File: config.mk
export PLATFORM = sky130hd
export DESIGN_NAME = iac_card_ctrl
export DESIGN_NICKNAME = d
export VERILOG_FILES = /design/src/verilog/iac_pkg.sv /design/src/verilog/iac_card_ctrl.sv /design/src/verilog/iac_sar_engine.sv
export SDC_FILE = /design/constraint.sdc
export NUM_CORES = 1
export LEC_CHECK = 0
export ABC_AREA = 1
export BUFFER_PORTS_ARGS = -buffer_cell sky130_fd_sc_hd__buf_2
export CAP_MARGIN = 25
export CORE_MARGIN = 2
export CORE_UTILIZATION = 60
export CTS_BUF_LIST = sky130_fd_sc_hd__clkbuf_4 sky130_fd_sc_hd__clkbuf_8 sky130_fd_sc_hd__clkbuf_16
export DETAILED_ROUTE_END_ITERATION = 8
export GPL_TIMING_DRIVEN = 1
export PLACE_DENSITY = 0.84
export SKIP_CTS_REPAIR_TIMING = 1
export SYNTH_ARGS = -nofsm -noshare
export SYNTH_HDL_FRONTEND = slang
export SYNTH_SLANG_ARGS = --single-unit
File: constraint.sdc
create_clock -name clk -period 2.7 [get_ports clk]
set_input_delay 0.135 -clock clk [delete_from_list [all_inputs] [get_ports clk]]
set_output_delay 0.135 -clock clk [all_outputs]
set_load 0.005 [all_outputs]
File: src/verilog/iac_pkg.sv
// package: constants for the isolated analog card control logic
package iac_pkg;
	// register offsets within the 16-address block
	localparam logic [3:0] IAC_OFS_RES_LOW = 4'h4;
	localparam logic [3:0] IAC_OFS_RES_HIGH = 4'h5;
	localparam logic [3:0] IAC_OFS_GAIN = 4'h9;
	localparam logic [3:0] IAC_OFS_CHANNEL = 4'hA;
	localparam logic [3:0] IAC_OFS_TRIGGER = 4'hC;
	// field positions and widths
	localparam int IAC_PENDING_BIT = 4;
	localparam int IAC_GAIN_W = 2;
	localparam int IAC_CHAN_W = 5;
	localparam int IAC_RES_W = 12;
	// address field of the shipped base of 0x220 (A9..A4 = 6'h22); the switch value is its complement
	localparam logic [5:0] IAC_DEFAULT_BASE = 6'h22;
	// reset values
	localparam logic [1:0] IAC_GAIN_RST = 2'h0;
	localparam logic [4:0] IAC_CHAN_RST = 5'h00;
	localparam logic [11:0] IAC_RES_RST = 12'h000;
	// timing
	localparam int IAC_CLK_HZ = 20_000_000;
	localparam int IAC_CONV_TIME_US = 25;
	localparam int IAC_CONV_CYCLES = (IAC_CONV_TIME_US * IAC_CLK_HZ + 999_999) / 1_000_000;
endpackage

File: src/verilog/iac_card_ctrl.sv
// top: address decode, control registers and conversion sequencing of the analog input card
// Notes on behaviour
// - card answers exactly sixteen consecutive addresses from base, ignores everything else
// - six-position switch compared against address lines A9 down to A4
// - switch on needs address line zero, off needs one
// - bases run 000 to 3F0 in steps of sixteen; low four bits ignored
// - shipped switch setting gives base 220
// - thirty-two inputs, one routed by host-written channel selection
// - every conversion yields a twelve-bit successive approximation result
// - conversion lasts 25 us; pending stays high throughout
// - only a software write starts a conversion
// - gain selectable among one, two, four and eight
// - polarity comes from a jumper; logic only reads and shows it
// - offset 4 reads result low byte; offset 5 high nibble plus pending
// - pending reads one during conversion, zero when result valid
// - offset 9 write sets two-bit gain code
`timescale 1ns/1ps
module iac_card_ctrl
	import iac_pkg::*;
#(
	parameter int CONV_CYCLES = iac_pkg::IAC_CONV_CYCLES // conversion length in clocks
) (
	input wire logic clk, // 20 MHz system clock
	input wire logic sys_rst, // synchronous reset, high
	input wire logic [9:0] io_addr, // host address lines A9..A0
	input wire logic io_wr, // host write strobe, one cycle
	input wire logic io_rd, // host read strobe, one cycle
	input wire logic [7:0] io_wdata, // host write data
	input wire logic [5:0] base_select_switch, // switch pos 1..6, 1 = on
	input wire logic range_polarity_jumper, // 1 = unipolar, 0 = bipolar
	input wire logic comp_above, // sar comparator result
	output logic [7:0] io_rdata, // read data, valid the cycle after io_rd
	output logic io_rdata_en, // read data is from this card
	output logic [4:0] channel_select, // input multiplexer select
	output logic [1:0] gain_select, // amplifier gain code
	output logic [11:0] sar_trial, // trial code to the dac
	output logic conversion_pending_flag, // conversion in progress
	output logic unipolar_mode // jumper state, synchronised
);
	import iac_pkg::*;

	initial begin
		if (CONV_CYCLES < IAC_RES_W + 2) $error("iac_card_ctrl: conversion too short for the sar");
	end

	// two spare clocks: the done pulse and the result capture both land before pending drops
	localparam int STEP = (CONV_CYCLES - 2) / IAC_RES_W;
	localparam int CNT_W = $clog2(CONV_CYCLES + 1);
	localparam logic [CNT_W-1:0] CONV_END = CNT_W'(CONV_CYCLES);

	logic [5:0] sw_s1, sw_s2;
	logic jp_s1, jp_s2;
	logic [5:0] base_match;
	logic hit;
	logic [$clog2(CONV_CYCLES+1)-1:0] conv_cnt;
	logic start;
	logic [11:0] sar_result;
	logic sar_done;
	logic [11:0] result;
	logic [CNT_W-1:0] chk_since;

	// true when the host address falls in this card's sixteen-address block
	function automatic logic in_block(input logic [9:0] a, input logic [5:0] sw);
		return a[9:4] == ~sw;
	endfunction

	////////////////////////////////////////////////////////////////////////
	// switch and jumper are static pins: two flops before use
	always_ff @(posedge clk) begin
		if (sys_rst) begin
			sw_s1 <= ~IAC_DEFAULT_BASE;
			sw_s2 <= ~IAC_DEFAULT_BASE;
			jp_s1 <= 1'b0;
			jp_s2 <= 1'b0;
		end else begin
			sw_s1 <= base_select_switch;
			sw_s2 <= sw_s1;
			jp_s1 <= range_polarity_jumper;
			jp_s2 <= jp_s1;
		end
	end
	assign base_match = sw_s2;
	assign hit = in_block(io_addr, base_match);

	////////////////////////////////////////////////////////////////////////
	// jumper only observed, never driven
	always_ff @(posedge clk) begin
		if (sys_rst) unipolar_mode <= 1'b0;
		else unipolar_mode <= jp_s2;
	end

	////////////////////////////////////////////////////////////////////////
	// gain and channel registers
	always_ff @(posedge clk) begin
		if (sys_rst) begin
			gain_select <= IAC_GAIN_RST;
			channel_select <= IAC_CHAN_RST;
		end else if (io_wr && hit) begin
			if (io_addr[3:0] == IAC_OFS_GAIN) gain_select <= io_wdata[1:0];
			if (io_addr[3:0] == IAC_OFS_CHANNEL) channel_select <= io_wdata[4:0];
		end
	end

	////////////////////////////////////////////////////////////////////////
	// only a host write to the trigger offset starts; retrigger while busy restarts
	assign start = io_wr && hit && (io_addr[3:0] == IAC_OFS_TRIGGER);

	// pending flag held for the full conversion time by its own counter
	always_ff @(posedge clk) begin
		if (sys_rst) begin
			conv_cnt <= '0;
			conversion_pending_flag <= 1'b0;
		end else if (start) begin
			conv_cnt <= ($clog2(CONV_CYCLES+1))'(CONV_CYCLES - 1);
			conversion_pending_flag <= 1'b1;
		end else if (conv_cnt != '0) begin
			conv_cnt <= conv_cnt - 1'b1;
		end else begin
			conversion_pending_flag <= 1'b0;
		end
	end

	////////////////////////////////////////////////////////////////////////
	// sar engine; its steps finish inside the pending window
	iac_sar_engine #(
		.RES_W(IAC_RES_W),
		.STEP_CYCLES(STEP)
	) u_sar (
		.clk(clk),
		.sys_rst(sys_rst),
		.start(start),
		.comp_above(comp_above),
		.trial(sar_trial),
		.result(sar_result),
		.done(sar_done)
	);

	// result captured only at completion, so the old value stays readable meanwhile
	always_ff @(posedge clk) begin
		if (sys_rst) result <= IAC_RES_RST;
		else if (sar_done) result <= sar_result;
	end

	////////////////////////////////////////////////////////////////////////
	// read port: registered, zero for unmapped offsets
	always_ff @(posedge clk) begin
		if (sys_rst) begin
			io_rdata <= 8'h00;
			io_rdata_en <= 1'b0;
		end else begin
			io_rdata_en <= io_rd && hit;
			if (io_rd && hit && io_addr[3:0] == IAC_OFS_RES_LOW) begin
				io_rdata <= result[7:0];
			end else if (io_rd && hit && io_addr[3:0] == IAC_OFS_RES_HIGH) begin
				io_rdata <= {3'b000, conversion_pending_flag, result[11:8]};
			end else begin
				io_rdata <= 8'h00;
			end
		end
	end

	////////////////////////////////////////////////////////////////////////
	// checks
	// independent age counter, so the window check does not lean on conv_cnt
	always_ff @(posedge clk) begin
		if (sys_rst) begin
			chk_since <= CONV_END;
		end else if (start) begin
			chk_since <= '0;
		end else if (chk_since != CONV_END) begin
			chk_since <= chk_since + 1'b1;
		end
	end

	// pending window and conversion start
	chk_pend_on_start: assert property (@(posedge clk) disable iff (sys_rst)
		start |=> conversion_pending_flag) else $error("pending not set by trigger");
	chk_pend_hold: assert property (@(posedge clk) disable iff (sys_rst)
		$rose(conversion_pending_flag) |-> conversion_pending_flag [*8]) else $error("pending dropped early");
	chk_pend_len: assert property (@(posedge clk) disable iff (sys_rst)
		conversion_pending_flag == (chk_since != CONV_END))
		else $error("pending window has the wrong length");
	chk_trigger_only: assert property (@(posedge clk) disable iff (sys_rst)
		(!start && !conversion_pending_flag) |=> !conversion_pending_flag)
		else $error("pending set without trigger");
	chk_done_inside: assert property (@(posedge clk) disable iff (sys_rst)
		sar_done |-> conversion_pending_flag) else $error("sar finished outside pending window");
	chk_trial_start: assert property (@(posedge clk) disable iff (sys_rst)
		start |=> sar_trial == {1'b1, {(IAC_RES_W-1){1'b0}}})
		else $error("first trial is not the top bit");
	// result and read port
	chk_result_stable: assert property (@(posedge clk) disable iff (sys_rst)
		!sar_done |=> $stable(result)) else $error("result changed without completion");
	chk_miss_ignored: assert property (@(posedge clk) disable iff (sys_rst)
		(io_rd && !hit) |=> !io_rdata_en) else $error("answered outside block");
	chk_rdata_idle: assert property (@(posedge clk) disable iff (sys_rst)
		!(io_rd && hit) |=> io_rdata == 8'h00) else $error("read data not idle");
	chk_low_byte: assert property (@(posedge clk) disable iff (sys_rst)
		(io_rd && hit && io_addr[3:0] == IAC_OFS_RES_LOW) |=> io_rdata == $past(result[7:0]))
		else $error("low byte does not match result");
	chk_high_byte: assert property (@(posedge clk) disable iff (sys_rst)
		(io_rd && hit && io_addr[3:0] == IAC_OFS_RES_HIGH) |=> io_rdata[7:5] == 3'b000)
		else $error("high byte upper bits not zero");
	// control registers
	chk_gain_write: assert property (@(posedge clk) disable iff (sys_rst)
		(io_wr && hit && io_addr[3:0] == IAC_OFS_GAIN) |=> gain_select == $past(io_wdata[1:0]))
		else $error("gain not written");
	chk_chan_value: assert property (@(posedge clk) disable iff (sys_rst)
		(io_wr && hit && io_addr[3:0] == IAC_OFS_CHANNEL) |=> channel_select == $past(io_wdata[4:0]))
		else $error("channel not written");
	chk_chan_write: assert property (@(posedge clk) disable iff (sys_rst)
		(io_wr && !hit) |=> $stable(channel_select)) else $error("channel changed by foreign write");
	// main scenarios
	cov_conversion: cover property (@(posedge clk) disable iff (sys_rst) start ##[1:600] sar_done);
	cov_read_high: cover property (@(posedge clk) disable iff (sys_rst)
		io_rd && hit && io_addr[3:0] == IAC_OFS_RES_HIGH);
	cov_retrigger: cover property (@(posedge clk) disable iff (sys_rst) conversion_pending_flag && start);
	cov_read_low: cover property (@(posedge clk) disable iff (sys_rst)
		io_rd && hit && io_addr[3:0] == IAC_OFS_RES_LOW);
	cov_base_zero: cover property (@(posedge clk) disable iff (sys_rst)
		io_wr && hit && io_addr[9:4] == 6'h00);
endmodule

File: src/verilog/iac_sar_engine.sv
// successive approximation engine: one bit decided per step enable
`timescale 1ns/1ps
module iac_sar_engine #(
	parameter int RES_W = 12, // result width
	parameter int STEP_CYCLES = 41 // clocks per approximation step
) (
	input wire logic clk, // system clock
	input wire logic sys_rst, // synchronous reset, high
	input wire logic start, // one-cycle start pulse
	input wire logic comp_above, // comparator: input at or above trial value
	output logic [RES_W-1:0] trial, // trial code to the dac
	output logic [RES_W-1:0] result, // finished code
	output logic done // one-cycle completion pulse
);
	initial begin
		if (RES_W < 2 || STEP_CYCLES < 1) $error("iac_sar_engine: bad parameters");
	end

	logic [$clog2(STEP_CYCLES+1)-1:0] div;
	logic [RES_W-1:0] probe;
	logic busy;
	logic step;

	////////////////////////////////////////////////////////////////////////
	// step divider, restarted on start so the first step is full length
	always_ff @(posedge clk) begin
		if (sys_rst || start || !busy) begin
			div <= '0;
		end else if (step) begin
			div <= '0;
		end else begin
			div <= div + 1'b1;
		end
	end
	assign step = busy && (div == ($clog2(STEP_CYCLES+1))'(STEP_CYCLES - 1));

	////////////////////////////////////////////////////////////////////////
	// approximation register: msb first, one bit per step
	always_ff @(posedge clk) begin
		if (sys_rst) begin
			busy <= 1'b0;
			trial <= '0;
			probe <= '0;
			result <= '0;
			done <= 1'b0;
		end else begin
			done <= 1'b0;
			if (start) begin
				busy <= 1'b1;
				probe <= {1'b1, {(RES_W-1){1'b0}}};
				trial <= {1'b1, {(RES_W-1){1'b0}}};
			end else if (step) begin
				// keep or drop the bit under test, then try the next one
				if (probe[0]) begin
					busy <= 1'b0;
					done <= 1'b1;
					result <= comp_above ? trial : (trial & ~probe);
				end else begin
					trial <= (comp_above ? trial : (trial & ~probe)) | (probe >> 1);
					probe <= probe >> 1;
				end
			end
		end
	end
endmodule
==> run summary <==
DR WL/cell -> 11.3 um
CTS tree -> built
I/O Buffers -> 56
DR pass1 iterations -> 4
Psw -> 0.000806 W
WHS -> -0.0105 ns
outcome -> finished with violations
Sequential Power Share -> 0.523
Initial Utilization -> 0.618
Ant. Diodes -> 0
Nets -> 605
post-synthesis register bit count -> 97
synthesized area per cell -> 7.55 um2
Setup CP Type -> register to register
synth-to-layout area growth -> 13.7%
Slew Limit Fails -> 0
sequential fraction of the synthesis area -> 0.497
pwr/cell area -> 660 nW/um2
Crit-path slowest cell -> clkinv_1
FP Rows -> 29
Post-Syn Area -> 3900 um2
final worst setup slack -> 0.831 ns
fraction of layout cells with a size suffix above 1 -> 0.161
clock slew at reported path FFs -> 0.09 ns
placed inst area -> 4180 um2
MaxCap Viol Count -> 0
WL final -> 7380 um
TritonCTS buffer count -> 9
hpwl dp -> 4980 um
CORE AREA -> 6310 um2
Clock Path Buffers -> 2
first-pass GRT wire length -> 12600 um
Hold Vio Cnt, Final -> 1
Finish-stage setup viols -> 0
min Tclk post-route -> 1.87 ns
clock power share -> 0.323
Total GRT Usage -> 0.213
Via density -> 5.03
Worst Skew -> 0.0126 ns
Final ANT Viol Nets -> 0
initial antenna violation count -> 0
Netlist cell types -> 33
Die Ht -> 84.7 um
RSZ-0062 raised after global routing -> no
vias in the first global route -> 3081
clock net sink count -> 97
CP most frequent cell -> nand2_1
Skew-Pair Late Insertion Delay -> 0.36 ns
Slew HR -> 0.657
Crit. End Element -> register
Pint -> 0.00213 W
boundary pin count -> 60
worst vdd ir -> 0.000381 V
failing checks -> hold timing
combinational share of power -> 0.154
crit-path max cell delay -> 0.38 ns
Worst Hold Class -> input pin to register
total die area -> 7170 um2
type of origin of the critical path -> register
Sw Ratio -> 0.275
chip width -> 84.7 um
critical path cell sequence -> inv_1, ha_1, nand2_1, nor3_4, nand3_2, clkinv_1, nand2_1, a21oi_1
1st-iter DRT viols -> 227
CTS root buffer -> clkbuf_8
largest net degree at the start of global routing -> 37
Tcrit/Tclk final -> 0.692
Worst Max-Slew Pin Slew -> 0.514 ns
Static Leak -> 1.88 nW
setup TNS -> 0 ns
CP arrival -> 2.10 ns
CTS HTree Levels -> 3
Synth warnings -> 0
global placer's final weighted congestion -> 0.835
Vias -> 3283
crit-path max FO -> 25
final instance area -> 4440 um2
post-synth net total -> 550
f_max -> 535 MHz
CP required -> 2.93 ns
Post-Place Worst Slack -> 0.814 ns
GRT overflow -> 0
drt drc -> 0
Cells after Synth -> 517
[cells by family (layout without fill, tap and decap cells)]
family,count (synthesis),after routing,synth area share
AO/OA/AOI/OAI,85,85,0.110
flip-flops,97,97,0.497
buffers and inverters,85,144,0.0926
XOR/XNOR,7,7,0.0157
adder cells (fa/ha/maj),3,3,0.00962
AND/OR/NAND/NOR,240,240,0.275
[routing by layer]
metal  vias to the layer above  GRT usage  wire length [um]
met5                         -          0                 0
met4                         0     0.0967               172
met3                        14     0.0383               402
met2                        82      0.366              3390
met1                      1450      0.258              3410
li1                       1737          -                 -
[sequential cells by signal, summed over array words and instances (netlist names)]
signal                   cells
jp_s1                        1
u_sar.busy                   1
sw_s1                        6
channel_select               5
io_rdata_en                  1
gain_select                  2
u_sar.result                12
result                      12
conversion_pending_flag      1
jp_s2                        1
io_rdata                     8
u_sar.done                   1
base_match                   6
u_sar.div                    6
conv_cnt                     9
u_sar.probe                 12
u_sar.trial                 12
unipolar_mode                1
[cells in the final DEF (no fill, tap or decap)]
| cell type | instances |
|---|---|
| a21oi_1 | 57 |
| a31oi_1 | 1 |
| and2_1 | 1 |
| and3_1 | 1 |
| buf_2 | 56 |
| buf_4 | 2 |
| bufinv_16 | 1 |
| clkbuf_8 | 10 |
| clkinv_1 | 2 |
| clkinv_4 | 1 |
| clkinvlp_4 | 1 |
| dfxtp_1 | 97 |
| dlygate4sd3_1 | 6 |
| ha_1 | 3 |
| inv_1 | 62 |
| inv_2 | 1 |
| inv_6 | 2 |
| nand2_1 | 107 |
| nand2_2 | 1 |
| nand3_1 | 23 |
| nand3_2 | 1 |
| nand3_4 | 1 |
| nand3b_1 | 1 |
| nand4_1 | 12 |
| nand4_4 | 1 |
| nor2_1 | 74 |
| nor2_2 | 2 |
| nor2_4 | 2 |
| nor3_1 | 2 |
| nor3_2 | 1 |
| nor3_4 | 1 |
| o21ai_0 | 26 |
| o31ai_1 | 1 |
| or2_2 | 9 |
| xnor2_1 | 5 |
| xor2_1 | 2 |
[metrics by stage]
stage | util | power, W | hold slack [ns] | std cells
detailed placement | 0.662 | 0.00201 | 0.326 | 632
CTS | 0.694 | 0.00294 | -0.0526 | 647
floorplan | - | 0.00192 | 0.239 | 517
global route | 0.703 | 0.00309 | 0.0148 | 653
finish | 0.703 | 0.00293 | -0.0105 | 653
global placement | 0.662 | 0.00199 | 0.317 | 632
[power by group through the flow]
stage / Clock [W] / Combinational (W) / Sequential, W
2_1_floorplan: 0 / 0.000360 / 0.00156
3_3_place_gp: 0 / 0.000427 / 0.00156
3_5_place_dp: 0 / 0.000443 / 0.00156
4_1_cts: 0.000964 / 0.000445 / 0.00153
5_1_grt: 0.00102 / 0.000522 / 0.00154
6_report: 0.000946 / 0.000453 / 0.00153
[final cells by class]
cell class                      count  area, um2
Tap cell                           77       96.3
Clock inverter                      5       63.8
Timing Repair Buffer               64        355
Multi-Input combinational cell    335       1600
Sequential cell                    97       1940
Clock buffer                       10        138
Inverter                           65        244
Fill cell                         522       1870
[critical path, delay by kind of cell (launching register included)]
family                   cells  cell delay [ns]
AO/OA/AOI/OAI                1             0.08
adder cells (fa/ha/maj)      1             0.19
buffers and inverters        2             0.44
flip-flops                   1             0.37
AND/OR/NAND/NOR              4             0.65
[cells in the mapped netlist (all sizes together)]
| master | number | share of area |
|---|---|---|
| nand2 | 108 | 0.10 |
| dfxtp | 97 | 0.50 |
| nor2 | 78 | 0.080 |
| inv | 63 | 0.061 |
| a21oi | 57 | 0.073 |
| o21ai | 26 | 0.033 |
| nand3 | 25 | 0.037 |
| nand4 | 13 | 0.025 |
| buf | 11 | 0.021 |
| clkbuf | 9 | 0.0087 |
| or2 | 9 | 0.014 |
| xnor2 | 5 | 0.011 |
| nor3 | 4 | 0.0093 |
| ha | 3 | 0.0096 |
| clkinv | 2 | 0.0019 |
| xor2 | 2 | 0.0045 |
| a31oi | 1 | 0.0016 |
| and2 | 1 | 0.0016 |
| and3 | 1 | 0.0016 |
| nand3b | 1 | 0.0019 |
| o31ai | 1 | 0.0019 |
[final timing paths]
check	from	to	slack, ns	depth (start not counted)
worst max-delay path	u_sar.div[0]$_SDFF_PP0_	u_sar.probe[10]$_SDFFE_PP0P_	0.83	8
worst max register to register	u_sar.div[0]$_SDFF_PP0_	u_sar.probe[10]$_SDFFE_PP0P_	0.83	8
worst min register to register	jp_s2$_SDFF_PP0_	unipolar_mode$_SDFF_PP0_	0.39	2
worst min-delay path	range_polarity_jumper	jp_s1$_SDFF_PP0_	-0.01	3
Note: power is estimated with default switching activity, not from simulation.
